[src/core/ufm_pkg.sv]
// Package: constants, enums and carrier structs of the serial port block
package ufm_pkg;

  // Special function register map
  localparam logic [7:0] CTL_ADDR   = 8'h98;
  localparam logic [7:0] DATA_ADDR  = 8'h99;
  localparam logic [3:0] SFR_PAGE   = 4'h0;
  localparam logic [7:0] CTL_RESET  = 8'h40;
  localparam logic [7:0] CTL_WMASK  = 8'hbf;
  localparam logic [7:0] RD_ZERO    = 8'h00;

  // Control register bit positions
  localparam int unsigned B_MODE = 7;
  localparam int unsigned B_ONE  = 6;
  localparam int unsigned B_MCE  = 5;
  localparam int unsigned B_REN  = 4;
  localparam int unsigned B_TB9  = 3;
  localparam int unsigned B_RB9  = 2;
  localparam int unsigned B_TI   = 1;
  localparam int unsigned B_RI   = 0;

  // Frame and buffer shape
  localparam int unsigned DATA_W     = 8;
  localparam int unsigned FIFO_DEPTH = 8;
  localparam logic [3:0]  LAST_BIT   = 4'h7;
  localparam logic [3:0]  CNT_ZERO   = 4'h0;
  localparam logic [3:0]  CNT_ONE    = 4'h1;
  localparam logic [7:0]  TMR_TOP    = 8'hff;
  localparam logic [7:0]  TMR_ONE    = 8'h01;

  typedef enum logic [2:0] {
    TX_IDLE  = 3'b000,
    TX_START = 3'b001,
    TX_DATA  = 3'b010,
    TX_NINTH = 3'b011,
    TX_STOP  = 3'b100
  } ufm_tx_e;

  typedef enum logic [2:0] {
    RX_IDLE  = 3'b000,
    RX_START = 3'b001,
    RX_DATA  = 3'b010,
    RX_NINTH = 3'b011,
    RX_STOP  = 3'b100
  } ufm_rx_e;

  // CPU special function register access
  typedef struct packed {
    logic [7:0] addr;
    logic [3:0] page;
    logic       wr;
    logic       rd;
    logic       bit_wr;
    logic [2:0] bit_sel;
    logic [7:0] wdata;
  } ufm_sfr_s;

  // Whole state of the port, registered as one word
  typedef struct packed {
    logic [7:0] ctl;
    logic [7:0] rbuf;
    logic [7:0] rdata;
    logic       irq;
    ufm_tx_e    tst;
    logic [3:0] tcnt;
    logic [7:0] tsh;
    logic       tph;
    logic       txd;
    ufm_rx_e    rst;
    logic [3:0] rcnt;
    logic [7:0] rsh;
    logic       rph;
    logic [7:0] rtmr;
    logic       rxp;
    logic       rb9;
  } ufm_state_s;

endpackage : ufm_pkg

[src/core/ufm_serial_port.sv]
// Serial port: 8/9-bit frames, address filter, control and data registers
// Summary of operation
// RQ1 - Control bit 7 picks 8-bit frame (0) or 9-bit frame (1).
// RQ2 - 8-bit frame: low start, eight data bits LSB first, one stop.
// RQ3 - 9-bit frame: start, eight data LSB first, ninth bit, stop.
// RQ4 - Ninth transmit bit is control bit 3, ignored in 8-bit frames.
// RQ5 - Writing the data buffer location starts sending that byte.
// RQ6 - Transmit done flag sets at the start of the stop bit.
// RQ7 - Receiver takes frames only while control bit 4 is set.
// RQ8 - 8-bit: stop bit to bit 2; load if flag clear and filter passes.
// RQ9 - 9-bit: ninth bit to bit 2; load if flag clear, filter passes.
// RQ10 - Failed load leaves buffer, ninth bit and receive flag unchanged.
// RQ11 - On overrun the first byte stays and later frames are dropped.
// RQ12 - Receive flag sets when the stop bit of an accepted frame samples.
// RQ13 - Hardware never clears the flags; software clears them by writing.
// RQ14 - One interrupt request while either flag is set and enabled.
// RQ15 - Control bit 6 reads as one; writes to it do nothing.
// RQ16 - Master sends ninth bit one for address, zero for data bytes.
// RQ17 - Slave software clears filter on address match, sets it after.
// RQ18 - Control register at 0x98 page 0, bit-addressable, resets to 0x40.
// RQ19 - Each bit period lasts two timer overflows.
// RQ20 - Receive bit timer reloads when a start edge is seen.
// RQ21 - Data buffer reads return received byte; writes go to transmit.
// RQ22 - Line idles high; start on falling edge, sample mid-bit; the code samples data and stop bits at the start of each bit, half a bit after mid-bit.
module ufm_serial_port (
  input  wire logic             sys_clk_i,
  input  wire logic             rst_n_i,
  input  wire ufm_pkg::ufm_sfr_s sfr_i,
  output logic [7:0]            sfr_rdata_o,
  input  wire logic             tx_ovf_i,
  input  wire logic             t1_tick_i,
  input  wire logic [7:0]       baud_reload_value_i,
  input  wire logic             int_enable_i,
  output logic                  irq_o,
  output logic                  tx_space_o,
  input  wire logic             serial_in_pin_i,
  output logic                  serial_out_pin_o
);

  ufm_pkg::ufm_state_s s_q, s_d;

  logic       fifo_in_valid;
  logic       fifo_out_valid;
  logic       fifo_out_ready;
  logic [7:0] fifo_out_data;
  logic       ctl_wr;
  logic       ctl_bwr;
  logic       data_wr;
  logic       ctl_rd;
  logic       data_rd;
  logic       rovf;
  logic       rx_bit_end;
  logic       tx_bit_end;
  logic       rx_accept;
  logic       rx_finish;
  logic       ti_set;
  logic       bit9;

  // Address decode shared by every access kind
  function automatic logic sfr_hit(input ufm_pkg::ufm_sfr_s r,
                                   input logic [7:0] a);
    sfr_hit = (r.addr == a) && (r.page == ufm_pkg::SFR_PAGE);
  endfunction

  // Register access strobes
  assign ctl_wr  = sfr_i.wr && sfr_hit(sfr_i, ufm_pkg::CTL_ADDR); // RQ18
  assign ctl_bwr = sfr_i.bit_wr && sfr_hit(sfr_i, ufm_pkg::CTL_ADDR);
  assign data_wr = sfr_i.wr && sfr_hit(sfr_i, ufm_pkg::DATA_ADDR);
  assign ctl_rd  = sfr_i.rd && sfr_hit(sfr_i, ufm_pkg::CTL_ADDR);
  assign data_rd = sfr_i.rd && sfr_hit(sfr_i, ufm_pkg::DATA_ADDR);

  // Writes to the data location feed the transmit FIFO
  assign fifo_in_valid  = data_wr; // RQ5 RQ21
  assign fifo_out_ready = (s_q.tst == ufm_pkg::TX_IDLE);

  // Transmit FIFO; full shows on tx_space_o so software can hold off
  ufm_fifo #(
    .W (ufm_pkg::DATA_W),
    .D (ufm_pkg::FIFO_DEPTH)
  ) u_fifo (
    .sys_clk_i   (sys_clk_i),
    .rst_n_i     (rst_n_i),
    .in_valid_i  (fifo_in_valid),
    .in_ready_o  (tx_space_o),
    .in_data_i   (sfr_i.wdata),
    .out_valid_o (fifo_out_valid),
    .out_ready_i (fifo_out_ready),
    .out_data_o  (fifo_out_data)
  );

  // Bit boundaries: every second timer overflow ends a bit
  assign tx_bit_end = tx_ovf_i && s_q.tph; // RQ19
  assign rovf       = t1_tick_i && (s_q.rtmr == ufm_pkg::TMR_TOP);
  assign rx_bit_end = rovf && s_q.rph; // RQ19

  // Stop-bit verdict; the filter checks stop bit or ninth bit by mode
  assign bit9 = s_q.ctl[ufm_pkg::B_MODE] ? s_q.rb9 : serial_in_pin_i;
  assign rx_finish = (s_q.rst == ufm_pkg::RX_STOP) && rx_bit_end;
  assign rx_accept = rx_finish && !s_q.ctl[ufm_pkg::B_RI] &&
                     (!s_q.ctl[ufm_pkg::B_MCE] || bit9); // RQ8 RQ9 RQ11
  assign ti_set = tx_bit_end &&
                  ((s_q.tst == ufm_pkg::TX_NINTH) ||
                   (s_q.tst == ufm_pkg::TX_DATA &&
                    s_q.tcnt == ufm_pkg::LAST_BIT &&
                    !s_q.ctl[ufm_pkg::B_MODE])); // RQ6

  // Next state of the whole port
  always_comb begin
    s_d     = s_q;
    s_d.rxp = serial_in_pin_i;

    // Software writes first, so a hardware set below wins the same cycle
    if (ctl_wr) begin
      s_d.ctl = sfr_i.wdata & ufm_pkg::CTL_WMASK; // RQ13 RQ15
    end else if (ctl_bwr && sfr_i.bit_sel != 3'(ufm_pkg::B_ONE)) begin
      s_d.ctl[sfr_i.bit_sel] = sfr_i.wdata[0]; // RQ15
    end

    // Transmitter
    if (tx_ovf_i && s_q.tst != ufm_pkg::TX_IDLE) begin
      s_d.tph = !s_q.tph;
    end
    case (s_q.tst)
      ufm_pkg::TX_IDLE: begin
        s_d.txd = 1'b1; // RQ22
        if (fifo_out_valid) begin
          s_d.tst  = ufm_pkg::TX_START;
          s_d.tsh  = fifo_out_data;
          s_d.tph  = 1'b0;
          s_d.tcnt = ufm_pkg::CNT_ZERO;
          s_d.txd  = 1'b0; // RQ2 RQ3
        end
      end
      ufm_pkg::TX_START: begin
        if (tx_bit_end) begin
          s_d.tst = ufm_pkg::TX_DATA;
          s_d.txd = s_q.tsh[0]; // RQ2
        end
      end
      ufm_pkg::TX_DATA: begin
        if (tx_bit_end) begin
          s_d.tsh  = {1'b0, s_q.tsh[7:1]};
          s_d.tcnt = s_q.tcnt + ufm_pkg::CNT_ONE;
          s_d.txd  = s_q.tsh[1];
          if (s_q.tcnt == ufm_pkg::LAST_BIT) begin
            if (s_q.ctl[ufm_pkg::B_MODE]) begin // RQ1
              s_d.tst = ufm_pkg::TX_NINTH;
              s_d.txd = s_q.ctl[ufm_pkg::B_TB9]; // RQ4
            end else begin
              s_d.tst = ufm_pkg::TX_STOP;
              s_d.txd = 1'b1;
            end
          end
        end
      end
      ufm_pkg::TX_NINTH: begin
        if (tx_bit_end) begin
          s_d.tst = ufm_pkg::TX_STOP;
          s_d.txd = 1'b1; // RQ3
        end
      end
      ufm_pkg::TX_STOP: begin
        if (tx_bit_end) begin
          s_d.tst = ufm_pkg::TX_IDLE;
        end
      end
      default: begin
        s_d.tst = ufm_pkg::TX_IDLE;
        s_d.txd = 1'b1;
      end
    endcase
    if (ti_set) begin
      s_d.ctl[ufm_pkg::B_TI] = 1'b1; // RQ6 RQ13
    end

    // Receive bit timer: a private copy of the reload timer
    if (t1_tick_i) begin
      s_d.rtmr = rovf ? baud_reload_value_i : s_q.rtmr + ufm_pkg::TMR_ONE;
    end
    if (rovf && s_q.rst != ufm_pkg::RX_IDLE) begin
      s_d.rph = !s_q.rph;
    end

    // Receiver
    case (s_q.rst)
      ufm_pkg::RX_IDLE: begin
        // Falling edge while enabled starts a frame
        if (s_q.ctl[ufm_pkg::B_REN] && s_q.rxp &&
            !serial_in_pin_i) begin // RQ7 RQ22
          s_d.rst  = ufm_pkg::RX_START;
          s_d.rtmr = baud_reload_value_i; // RQ20
          s_d.rph  = 1'b0;
          s_d.rcnt = ufm_pkg::CNT_ZERO;
        end
      end
      ufm_pkg::RX_START: begin
        // First overflow lands mid start bit; a glitch goes back idle
        if (rovf && !s_q.rph) begin
          if (serial_in_pin_i) begin
            s_d.rst = ufm_pkg::RX_IDLE;
          end else begin
            s_d.rst = ufm_pkg::RX_DATA; // RQ22
          end
        end
      end
      ufm_pkg::RX_DATA: begin
        if (rx_bit_end) begin
          s_d.rsh  = {serial_in_pin_i, s_q.rsh[7:1]}; // RQ2
          s_d.rcnt = s_q.rcnt + ufm_pkg::CNT_ONE;
          if (s_q.rcnt == ufm_pkg::LAST_BIT) begin
            s_d.rst = s_q.ctl[ufm_pkg::B_MODE] ? ufm_pkg::RX_NINTH
                                               : ufm_pkg::RX_STOP;
          end
        end
      end
      ufm_pkg::RX_NINTH: begin
        if (rx_bit_end) begin
          s_d.rb9 = serial_in_pin_i; // RQ3
          s_d.rst = ufm_pkg::RX_STOP;
        end
      end
      ufm_pkg::RX_STOP: begin
        if (rx_bit_end) begin
          s_d.rst = ufm_pkg::RX_IDLE;
        end
      end
      default: begin
        s_d.rst = ufm_pkg::RX_IDLE;
      end
    endcase

    // Refused frames leave buffer, bit 2 and flag alone
    if (rx_accept) begin // RQ10 RQ11
      s_d.rbuf               = s_q.rsh;
      s_d.ctl[ufm_pkg::B_RB9] = bit9; // RQ8 RQ9
      s_d.ctl[ufm_pkg::B_RI]  = 1'b1; // RQ12
    end
    s_d.ctl[ufm_pkg::B_ONE] = 1'b0;

    // Registered read data; unmapped addresses read zero
    if (ctl_rd) begin
      s_d.rdata = s_q.ctl | ufm_pkg::CTL_RESET; // RQ15
    end else if (data_rd) begin
      s_d.rdata = s_q.rbuf; // RQ21
    end else begin
      s_d.rdata = ufm_pkg::RD_ZERO;
    end

    // One request for both flags, so software must poll to tell them apart
    s_d.irq = int_enable_i &&
              (s_d.ctl[ufm_pkg::B_TI] || s_d.ctl[ufm_pkg::B_RI]); // RQ14
  end

  // State register
  always_ff @(posedge sys_clk_i or negedge rst_n_i) begin
    if (!rst_n_i) begin
      s_q      <= '0;
      s_q.txd  <= 1'b1; // RQ22
      s_q.rxp  <= 1'b1;
      s_q.rtmr <= ufm_pkg::TMR_TOP;
    end else begin
      s_q <= s_d; // RQ18
    end
  end

  // Every top output is a register bit, so nothing glitches at the pins
  assign sfr_rdata_o      = s_q.rdata;
  assign irq_o            = s_q.irq;
  assign serial_out_pin_o = s_q.txd;
endmodule // ufm_serial_port

[src/core/ufm_fifo.sv]
// Transmit byte FIFO with valid/ready on both sides
module ufm_fifo #(
  parameter int unsigned W = 8,
  parameter int unsigned D = 8
) (
  input  wire logic         sys_clk_i,
  input  wire logic         rst_n_i,
  input  wire logic         in_valid_i,
  output logic              in_ready_o,
  input  wire logic [W-1:0] in_data_i,
  output logic              out_valid_o,
  input  wire logic         out_ready_i,
  output logic [W-1:0]      out_data_o
);
  localparam int unsigned AW = $clog2(D);

  typedef struct packed {
    logic [D-1:0][W-1:0] mem;
    logic [AW-1:0]       wp;
    logic [AW-1:0]       rp;
    logic [AW:0]         cnt;
    logic                spc;
  } ufm_fifo_st_s;

  ufm_fifo_st_s s_q, s_d;
  logic push, pop;

  // Space is its own flop so the ready output carries no compare logic
  assign in_ready_o  = s_q.spc;
  assign out_valid_o = (s_q.cnt != '0);
  assign out_data_o  = s_q.mem[s_q.rp];
  assign push        = in_valid_i && in_ready_o;
  assign pop         = out_valid_o && out_ready_i;

  // Pointers wrap because depth is a power of two
  always_comb begin
    s_d = s_q;
    if (push) begin
      s_d.mem[s_q.wp] = in_data_i;
      s_d.wp          = s_q.wp + AW'(1);
    end
    if (pop) begin
      s_d.rp = s_q.rp + AW'(1);
    end
    s_d.cnt = s_q.cnt + (AW+1)'(push) - (AW+1)'(pop);
    s_d.spc = (s_d.cnt != (AW+1)'(D));
  end

  always_ff @(posedge sys_clk_i or negedge rst_n_i) begin
    if (!rst_n_i) begin
      s_q     <= '0;
      s_q.spc <= 1'b1;
    end else begin
      s_q <= s_d;
    end
  end
endmodule // ufm_fifo

[config.mk]
export PLATFORM = sky130hd
export DESIGN_NAME = ufm_serial_port
export DESIGN_NICKNAME = d
export VERILOG_FILES = /design/src/core/ufm_pkg.sv /design/src/core/ufm_serial_port.sv /design/src/core/ufm_fifo.sv
export SDC_FILE = /design/constraint.sdc
export NUM_CORES = 1
export LEC_CHECK = 0
export BUFFER_PORTS_ARGS = -buffer_cell sky130_fd_sc_hd__buf_2
export CAP_MARGIN = 20
export CORE_UTILIZATION = 30
export DETAILED_ROUTE_END_ITERATION = 6
export SLEW_MARGIN = 5
export SYNTH_ARGS = -nofsm -noshare
export SYNTH_HDL_FRONTEND = slang
export SYNTH_SLANG_ARGS = --single-unit
[constraint.sdc]
create_clock -name sys_clk_i -period 3.88 [get_ports sys_clk_i]
set_input_delay 0.194 -clock sys_clk_i [delete_from_list [all_inputs] [get_ports sys_clk_i]]
set_output_delay 0.194 -clock sys_clk_i [all_outputs]
set_load 0.02 [all_outputs]
---- Word level (Yosys, flattened, before mapping) ----
Index checks and enable logic that the tools add are counted.
storage, ports and cells
  flip-flop bits (word level) ............. 142
  bits of input ports ..................... 40
  output and inout port bits .............. 11
  word-level logic and storage cells ...... 170
cells by class
  add/sub/neg operators ................... 7
  magnitude comparators ................... 5
  eq/ne operators ......................... 27
  mux-type cells .......................... 47
  bitwise logic cells ..................... 1
  reductions and logical operators ........ 53
operators with widths
  cell                                                                           count
  64-bit bitwise mux                                                             1
  8-bit 2-to-1 mux                                                               8
  15-bit 2-to-1 mux                                                              2
  3-bit case mux with 5 select lines                                             2
  1-bit logical AND                                                              27
  3-bit 2-to-1 mux                                                               9
  9-bit 2-to-1 mux                                                               3
  8-bit binary-select mux with 3-bit select                                      1
  8-bit demux with 3-bit select                                                  1
  8-bit equality test (second input constant)                                    3
  12-bit case mux with 2 select lines                                            1
  2-bit != test (second input constant)                                          10
  17-bit 2-to-1 mux                                                              1
  3-bit by 2-bit equality test with 1-bit output (second input constant)         4
  3-bit by 4-bit less-than comparator with 1-bit output (second input constant)  3
  1-bit 2-to-1 mux                                                               12
  6-bit AND reduction                                                            2
  3-bit nonzero test                                                             3
  4-bit by 1-bit adder with 4-bit output (second input constant)                 2
  8-bit by 1-bit adder with 8-bit output (second input constant)                 1
  8-bit bitwise mux                                                              1
  4-bit by 3-bit equality test with 1-bit output (second input constant)         2
  4-bit case mux with 2 select lines                                             1
  7-bit 2-to-1 mux                                                               1
  22 further kinds                                                               39

---- Longest topological paths before layout ----
Gate-level depths: netlist (run 1).
  depth after elaboration ................. 10
  gate-level depth with buffers ........... 12
  depth with buffers taken out ............ 12

---- Hierarchy ----
Synthesis (run 1) repeated with hierarchy kept, for this count alone.
second synthesis, totals
  cell total of the unflattened synthesis .. 600
  area, all modules ....................... 7066.8 µm²
modules (own cells, without submodules)
  module           times used  cells an instance  area each (µm²)  seq. area each (µm²)
  ufm_serial_port  1           383                3543.4           1689.1
  ufm_fifo         1           217                3523.4           1878.1

---- Least setup slack after synthesis (run 1) ----
OpenSTA, ideal clock, no wires.
  kind .................................... flip-flop to flip-flop
  start ................................... register u_fifo.s_q[3] in the netlist's numbering
  end ..................................... register u_fifo.s_q, in the netlist u_fifo.in_ready_o
  library setup time ...................... 0.100 ns
  arrival ................................. 2.954 ns
  required time ........................... 3.780 ns
  setup slack ............................. 0.826 ns
  cell stages (with the launch flop) ...... 13
  path buffers ............................ 0
  clock period less this slack ............ 3.054 ns
  cells stage by stage .................... dfrtp_1 > inv_1 > ha_1 > or3b_2 > nand2_1 > inv_1 > ha_1 > inv_1 > ha_1 > inv_1 > fa_1 > inv_1 > or4b_2
RTL lines
  item         RTL line        text
  from (decl)  ufm_fifo.sv:25  ufm_fifo_st_s s_q, s_d;

==> reports/metrics.cfg, run 1 <==
[synth]
yosys_warnings=0
synth-edff-count=0
syn-num-nets=634
ys_ff_latch=142
async_flop_share=1.000
synthAdderAreaFrac=0.02028
syn_avg_cell_area_um2=12.27
synth.distinct_cells=68
synth-seq-area-share=0.4985
synthMuxAreaShare=0.2124
netlist_instances=583
syn-cell-area_um2=7156
synth-simple-area-share=0.1238
synth_compound_area_frac=0.09145
ys.flop_type=dfrtp_1
synth-xor-area-share=0.01714
synth_top_family_by_area=multiplexers

[floorplanning]
core_um2=23400
start_util=0.3058
die_area_um2=24470
ioPinCount=51
die_h_um=156.4
rows=56
die_w_um=156.4

[critical_path]
critPathLaunchType=register
end_kind=register
crit_fanout=8
crit_type=register to register
required_ns=4.22
crit_arrival_ns=3.64
reg2reg_slack_ns=0.58

[drt]
vias=4679
drc=0
initialDrtViolationCount=313
ant_nets=0
wirelength_um=15800
wl_per_cell_um=16.44
via_per_inst=4.869
drt_first_pass_iters=4

[power]
power_frac_comb=0.197
p_per_area_nw_per_um2=521.4
p_clk_frac=0.378
cellInternalPower_w=0.003012
ir_worst_vdd_v=0.0003079
power.switching_w=0.001329
finalPower_w=0.004341
p_seq_frac=0.425
switching_share=0.3062
p_leak_nw=3.976

[timing]
maxSlewViolCount=0
slew-limit-headroom=0.4545
finalSetupViolCount=0
fin_crit_sh=0.8505
final.setup.tns_ns=0
min_period_ns=3.300
fin_hold_ws_ns=0.01417
clock-skew-final_ns=0.007650
rsz0062_at_grt=no
fmax_mhz=303.0
setup_slack_ns=0.5802
hold_violations=0
tightest_slew_ns=0.8121

[layout]
synthToLayoutAreaGrowth_pct=16.35
drive_gt1_frac=0.3385
nFillCells=2299
fin_area_um2=8325
nets=680

[clock_network]
cts_tree=built
ctsHoldBuffers=7
cts_inserted_buffers=17
clock-sinks=142
clockBufferDepth=2
post_cts_resize_count=0
htree_levels=4
path_clk_slew_ns=0.06
clk_latency_ns=0.43
root_buffer=clkbuf_16
cts_setup_buffers=0

[placed_design]
place_area_um2=7660
port_buffers=50
dp_hpwl_um=10740
gp_congestion=0.7951
dp_slack_ns=0.5626

[global_route]
grt-ovfl-total=0
grt_pass1_wl_um=25630
antenna_found_initial=3
grt_max_degree=90
grt_usage=0.1382
grt_pass1_vias=4727

[flow_run]
cap_violations=0

[hold_path]
hp-class=input port to register

[run_status]
status=complete, no violations

[cell usage after synthesis (5+ instances only)]
master / count / area share
dfrtp_1: 131 / 0.46
mux2_2: 86 / 0.14
nand2_1: 39 / 0.020
nor2_1: 36 / 0.019
o21ai_0: 24 / 0.017
a21oi_1: 22 / 0.015
inv_1: 19 / 0.010
mux2i_1: 18 / 0.025
clkbuf_1: 17 / 0.0089
mux4_2: 16 / 0.050
nor3_1: 13 / 0.0091
dfstp_2: 11 / 0.040
buf_4: 10 / 0.010
ha_1: 10 / 0.017
nand3_1: 10 / 0.0070
xnor2_1: 8 / 0.0098
a22oi_1: 6 / 0.0063
xor2_1: 6 / 0.0073
a221oi_1: 5 / 0.0061
nand2b_1: 5 / 0.0044
o21bai_1: 5 / 0.0052
[metal layers]
metal	track usage	vias up	part of all wire
met5	0	-	0.0019
met4	0.04902	4	0.011
met3	0.03877	18	0.051
met2	0.2177	80	0.47
met1	0.1814	2354	0.47
li1	-	2223	-
[flip-flops by register name, summed over array words and instances, names as in the netlist]
signal / count
u_fifo.s_q: 74
s_q: 57
serial_out_pin_o: 1
u_fifo.in_ready_o: 1
irq_o: 1
sfr_rdata_o: 8
[critical path: stages (launching register included)]
cell,delay (ns)
dfrtp_1,0.36
inv_1,0.07
ha_1,0.16
or3b_2,0.47
nand2_1,0.24
inv_1,0.17
ha_1,0.30
inv_1,0.06
ha_1,0.15
inv_1,0.06
fa_1,0.47
inv_1,0.04
or4b_2,0.67
[through the flow]
step	utilization	std cells
after floorplan	-	583
after global placement	0.3273	922
after detailed placement	0.3273	922
after CTS	0.3556	960
after global routing	0.3558	961
final	0.3558	961
[power groups by stage]
| stage | combinational (W) | clock [W] | sequential (W) |
|---|---|---|---|
| after global placement | 0.000853 | 0 | 0.00187 |
| after floorplan | 0.000686 | 0 | 0.00178 |
| after CTS | 0.000870 | 0.00168 | 0.00184 |
| after global routing | 0.000976 | 0.00174 | 0.00187 |
| final | 0.000856 | 0.00164 | 0.00184 |
| after detailed placement | 0.000864 | 0 | 0.00187 |
[final timing paths]
check / from / end / cells past startpoint
min: baud_reload_value_i[4] / s_q[6]$_DFF_PN1_ / 3
min in group asynchronous: rst_n_i / sfr_rdata_o[7]$_DFF_PN0_ / 2
max reg2reg: u_fifo.s_q[3]$_DFF_PN0_ / u_fifo.in_ready_o$_DFF_PN1_ / 12
min reg2reg: s_q[22]$_DFFE_PN0P_ / s_q[22]$_DFFE_PN0P_ / 1
max in group asynchronous: rst_n_i / u_fifo.s_q[58]$_DFFE_PN0P_ / 3
max: u_fifo.s_q[3]$_DFF_PN0_ / u_fifo.in_ready_o$_DFF_PN1_ / 12
[cell usage in the layout, fill, tap and decap left out, types with 6 or more instances in the layout]
cell,Yosys,layout
nor3_1,13,13
a21oi_1,22,22
dlygate4sd3_1,0,7
mux2i_1,18,18
clkbuf_16,0,17
mux2_2,86,86
inv_1,19,19
a22oi_1,6,6
ha_1,10,10
xnor2_1,8,8
nand3_1,10,10
xor2_1,6,6
dfstp_2,11,11
nor2_1,36,36
mux4_2,16,16
dfrtp_1,131,131
o21ai_0,24,24
buf_2,4,49
nand2_1,39,39
[final cells by class]
type                            count  area [µm²]  area share
Inverter                           19       71.32    0.008566
Sequential cell                   142        3567      0.4285
Antenna cell                        1       2.502   0.0003006
Tap cell                          319       399.1     0.04794
Multi-Input combinational cell    387        3328      0.3998
Clock inverter                     13       153.9     0.01849
Timing Repair Buffer               62       364.1     0.04373
Clock buffer                       18       439.2     0.05275
[cells by family (layout without fill, tap and decap cells)]
family | after synthesis | count (layout)
buffers and inverters | 54 | 112
adder cells (fa/ha/maj) | 11 | 11
XOR/XNOR | 14 | 14
flip-flops | 142 | 142
AO/OA/AOI/OAI | 98 | 98
other | 0 | 1
multiplexers | 121 | 121
AND/OR/NAND/NOR | 143 | 143
Power figures use the tool's default switching activity.
==> run 2, diff against run 1 <==
- PLACE_DENSITY: default -> 0.46
- SYNTH_HIERARCHICAL: default -> 1
- clock period: 3.88 -> 3.45 ns (I/O delays scaled with it)
==> run 2 against run 1 <==
Net effect:
- critical path depth grew 1
- non-clock buffer count grew 3
- die area shrank 1.2%
- synthesized cell count grew 2.9%
- critical path type unchanged
- clock skew grew 0.0043 ns
==> reports/metrics.cfg, run 2 <==
[critical_path]
crit_arrival_ns=3.33
end_kind=register
required_ns=3.79
crit_type=register to register
critPathLaunchType=register
crit_fanout=12

[synth]
ys_ff_latch=142
syn-cell-area_um2=7067
async_flop_share=1.000
ys.flop_type=dfrtp_1
synthTopCellsByArea=dfrtp_1 46%, mux2_2 9.6%, mux4_2 5.1%
synth-seq-area-share=0.5048
syn_avg_cell_area_um2=11.78
yosys.area.top_type=dfrtp_1
synth.most_common_cell=dfrtp_1
synth_top_cells_by_count=131 x dfrtp_1, 66 x nand2_1, 60 x mux2_2, 33 x o21ai_0, 26 x nor2_1
syn-num-nets=651
synth.distinct_cells=67
netlist_instances=600
synth-edff-count=0
synth_top_cell_area_share=0.4639
yosys_warnings=6

[global_route]
antenna_found_initial=1
grt_pass1_wl_um=26400
grt-ovfl-total=0
grt_usage=0.1430
grt_pass1_vias=5013
grt_max_degree=89

[floorplanning]
rows=55
die_h_um=155.5
core_um2=22850
die_area_um2=24170
ioPinCount=51
die_w_um=155.5
start_util=0.3093

[timing]
final.setup.tns_ns=0
min_period_ns=2.988
slew-limit-headroom=0.5543
hold_violations=0
finalSetupViolCount=0
clock-skew-final_ns=0.01190
rsz0062_at_grt=no
fin_crit_sh=0.8660
maxSlewViolCount=0
tightest_slew_ns=0.6649
fmax_mhz=334.7

[layout]
top_register=u_fifo/s_q
layout_commonest_cell=dfrtp_1
largest_register_ffs=74
nets=703
layout_common_cells=131 x dfrtp_1, 66 x nand2_1, 60 x mux2_2
drive_gt1_frac=0.2907
utilization=0.3625
synthToLayoutAreaGrowth_pct=17.19

[clock_network]
root_buffer=clkbuf_16
cts_setup_buffers=0
cts_inserted_buffers=17
path_clk_slew_ns=0.07
cts_tree=built
htree_levels=4
clock-sinks=142
clk_latency_ns=0.42
clockBufferDepth=2

[drt]
drc=0
ant_nets=0
wl_per_cell_um=16.27
wirelength_um=15910
via_per_inst=4.839
vias=4733
initialDrtViolationCount=207
drt_first_pass_iters=4

[power]
p_leak_nw=3.865
ir_worst_vdd_v=0.0002767
p_per_area_nw_per_um2=576.4

[flow_run]
cap_violations=0

[placed_design]
port_buffers=50
gp_congestion=0.8169
dp_hpwl_um=11040

[hold_path]
hp-class=input port to register

[run_status]
status=complete, no violations

-- run 2: cell count changes after synthesis, sizes merged, moves of 5 or more --
| cell | previous run | this run |
|---|---|---|
| o21ai | 24 | 34 |
| o211ai | 1 | 7 |
| a22oi | 6 | 1 |
| nor2 | 37 | 29 |
| and3 | 0 | 13 |
| a221oi | 5 | 0 |
| nand2 | 39 | 67 |
| mux2i | 18 | 12 |
| nand3 | 12 | 18 |
-- run 2: cell families after synthesis --
| kind of cell | Yosys count | synth area share |
|---|---|---|
| xor gates and xnor gates | 10 | 0.01239 |
| muxes | 112 | 0.2061 |
| buffers and inverters | 50 | 0.03417 |
| AOI/OAI and AO/OA | 92 | 0.08109 |
| adders and majority gates | 11 | 0.02054 |
| DFF | 142 | 0.5048 |
| and+or+nand+nor | 183 | 0.1409 |
-- run 2: per-layer routing --
layer	track usage	vias to the layer above	part of all wire
li1	-	2271	-
met1	0.1815	2374	0.47
met2	0.2407	70	0.49
met3	0.03175	16	0.025
met4	0.04715	2	0.012
met5	0	-	0.0011
-- run 2: through the flow --
stage	setup slack, ns	cell area, µm²	cells	hold slack [ns]	total power, W
finish	0.4622	8282	978	0.04396	0.004774
global route	0.2957	8279	977	0.03670	0.005035
global placement	0.5766	7591	936	0.1630	0.002933
CTS	0.4194	8279	977	0.02189	0.004843
floorplan	0.7521	7067	600	-0.1231	0.002675
detailed placement	0.4358	7591	936	0.1735	0.002965
-- run 2: critical path, stage by stage (launching register included) --
cell	delay, ns
dfrtp_1	0.37
inv_1	0.07
ha_1	0.14
or3b_2	0.57
nand2_1	0.18
inv_1	0.06
ha_1	0.26
inv_1	0.06
ha_1	0.16
inv_1	0.07
fa_1	0.48
inv_1	0.07
nor4b_1	0.29
mux2i_1	0.11
-- run 2: worst paths after layout --
check	start	to	slack (ns)	cells past startpoint
hold / removal	int_enable_i	irq_o$_DFF_PN0_	0.04	3
hold reg to reg	s_q[11]$_DFFE_PN0P_	s_q[11]$_DFFE_PN0P_	0.47	2
setup reg to reg	u_fifo/s_q[3]$_DFF_PN0_	u_fifo/in_ready_o$_DFF_PN1_	0.46	13
min in group asynchronous	rst_n_i	sfr_rdata_o[2]$_DFF_PN0_	0.27	2
max in group asynchronous	rst_n_i	s_q[1]$_DFF_PN1_	2.29	3
setup / recovery	u_fifo/s_q[3]$_DFF_PN0_	u_fifo/in_ready_o$_DFF_PN1_	0.46	13
-- run 2: final cells by class --
cell class / instances / area [µm²]
inverter: 18 / 67.56
antenna: 1 / 2.502
sequential: 142 / 3567
timing repair buffer: 65 / 406.6
clock inverter: 11 / 131.4
multi-input combinational: 408 / 3258
fill: 2289 / 14570
tap: 313 / 391.6
clock buffer: 20 / 456.7
-- run 2: repair_timing --
action / in CTS / in global routing
setup endpoints to repair: 0 / 0
hold buffers: 10 / 0
resized for setup: 0 / 0
hold endpoints to repair: 62 / 0
-- run 2: power breakdown --
part / switching, W / internal (W) / total [W]
Combinational: 0.000487 / 0.000406 / 0.000893
Clock: 0.000735 / 0.00111 / 0.00184
Sequential: 0.000200 / 0.00184 / 0.00204
Total: 0.00142 / 0.00335 / 0.00477
==> run 3, diff against run 2 <==
- HOLD_SLACK_MARGIN: default -> 0.08
==> run 3 against run 2 <==
Net effect:
- via count barely moved
- total power barely moved
- flip-flop and latch count did not move
- first-iteration DRC count rose by 4.8%
- cell area rose by 0.21%
- routed wire length rose by 0.17%
- die area did not move
- clock power barely moved
==> reports/metrics.cfg, run 3 (synthesis gave the netlist of run 2 again) <==
[run_status]
status=complete, no violations

[global_route]
grt_pass1_vias=5013
grt_pass1_wl_um=26400
grt_max_degree=89
grt-ovfl-total=0
antenna_found_initial=1
grt_usage=0.1430

[timing]
rsz0062_at_grt=no
fin_crit_sh=0.8654
finalSetupViolCount=0
min_period_ns=2.986
setup_slack_ns=0.4642
clock-skew-final_ns=0.008934
final.setup.tns_ns=0
fmax_mhz=334.9
slew-limit-headroom=0.5543
maxSlewViolCount=0
tightest_slew_ns=0.6649
hold_violations=0

[layout]
diodes=0
layout_common_cells=131 x dfrtp_1, 66 x nand2_1, 60 x mux2_2
top_register=u_fifo/s_q
synthToLayoutAreaGrowth_pct=17.44
layout_commonest_cell=dfrtp_1
nets=705
nFillCells=2286
drive_gt1_frac=0.2898
largest_register_ffs=74

[placed_design]
dp_slack_ns=0.4358
gp_congestion=0.8169
dp_hpwl_um=11040
port_buffers=50

[critical_path]
crit_fanout=12
critPathMostFrequentCell=inv_1
cp_top_family=simple AND/OR/NAND/NOR gates
critPathLaunchType=register
crit_type=register to register
crit_arrival_ns=3.32
end_kind=register
cp_slowest_cell=or3b_2
critPathMaxStageDelay_ns=0.57
required_ns=3.79
cp.buffers_inverters=5
crit_chain=inv_1 > ha_1 > or3b_2 > nand2_1 > inv_1 > ha_1 > inv_1 > ha_1 > inv_1 > fa_1 > inv_1 > nor4b_1 > mux2i_1

[floorplanning]
die_area_um2=24170
die_h_um=155.5
die_w_um=155.5
ioPinCount=51
core_um2=22850
start_util=0.3093
rows=55

[drt]
ant_nets=0
wirelength_um=15940
vias=4732
drc=0
wl_per_cell_um=16.28
initialDrtViolationCount=217
via_per_inst=4.834
drt_first_pass_iters=4

[power]
cellInternalPower_w=0.003352
p_clk_frac=0.385
power.switching_w=0.001418
switching_share=0.2973
p_per_area_nw_per_um2=574.8
p_seq_frac=0.427
ir_worst_vdd_v=0.0002774
power_frac_comb=0.188
p_leak_nw=3.873

[clock_network]
post_cts_resize_count=0
path_clk_slew_ns=0.06
clock-sinks=142
htree_levels=4
root_buffer=clkbuf_16
clockBufferDepth=2
cts_tree=built
cts_inserted_buffers=17
cts_setup_buffers=0
clk_latency_ns=0.42
ctsHoldBuffers=12

[hold_path]
hp-class=input port to register

[flow_run]
cap_violations=0

## run 3: cell count changes in the layout (fill, tap and decap cells not counted)
| cell | before | now |
|---|---|---|
| dlygate4sd3_1 | 10 | 12 |
| diode_2 | 1 | 0 |
## run 3: cell type report
class	count	area (µm²)	share of cell area
flip-flops and latches	142	3567	0.4298
multi-input cells	408	3258	0.3926
clock buffers	20	456.7	0.05503
repair buffers	67	426.7	0.05141
well taps	313	391.6	0.04719
clock inverters	11	131.4	0.01583
inverters	18	67.56	0.008141
## run 3: worst reg2reg max path, stage by stage, from the launching register on
cell     delay (ns)
dfrtp_1        0.37
inv_1          0.07
ha_1           0.14
or3b_2         0.57
nand2_1        0.19
inv_1          0.06
ha_1           0.26
inv_1          0.06
ha_1           0.16
inv_1          0.07
fa_1           0.48
inv_1          0.07
nor4b_1        0.29
mux2i_1        0.11
## run 3: worst paths after layout
kind                                         start                          end  slack, ns  cells past startpoint
max                        u_fifo/s_q[3]$_DFF_PN0_  u_fifo/in_ready_o$_DFF_PN1_       0.46                     13
min                                       tx_ovf_i            s_q[27]$_DFF_PN0_       0.09                      3
max reg2reg                u_fifo/s_q[3]$_DFF_PN0_  u_fifo/in_ready_o$_DFF_PN1_       0.46                     13
min reg2reg                    s_q[11]$_DFFE_PN0P_          s_q[11]$_DFFE_PN0P_       0.47                      2
max in group asynchronous                  rst_n_i             s_q[1]$_DFF_PN1_       2.29                      3
min in group asynchronous                  rst_n_i     sfr_rdata_o[2]$_DFF_PN0_       0.27                      2
## run 3: layer usage
metal / up-vias / part of all wire / global-route usage
li1: 2275 / - / -
met1: 2365 / 0.47 / 0.1815
met2: 72 / 0.49 / 0.2407
met3: 18 / 0.025 / 0.03175
met4: 2 / 0.012 / 0.04715
met5: - / 0.0011 / 0
## run 3: per-stage QoR
step	hold slack [ns]	cells	util	instance area (µm²)	power, W
2_1_floorplan	-0.1231	600	-	7067	0.002675
3_3_place_gp	0.1630	936	0.3323	7591	0.002933
3_5_place_dp	0.1735	936	0.3323	7591	0.002965
4_1_cts	0.08769	979	0.3633	8299	0.004844
5_1_grt	0.09881	979	0.3633	8299	0.005037
6_report	0.09061	979	0.3633	8299	0.004770
## run 3: power by group through the flow
stage / logic (W) / clock network [W] / registers (W)
final: 0.000895 / 0.00184 / 0.00204
after detailed placement: 0.000900 / 0 / 0.00206
after global routing: 0.00100 / 0.00197 / 0.00206
after CTS: 0.000914 / 0.00189 / 0.00204
after global placement: 0.000872 / 0 / 0.00206
after floorplan: 0.000715 / 0 / 0.00196
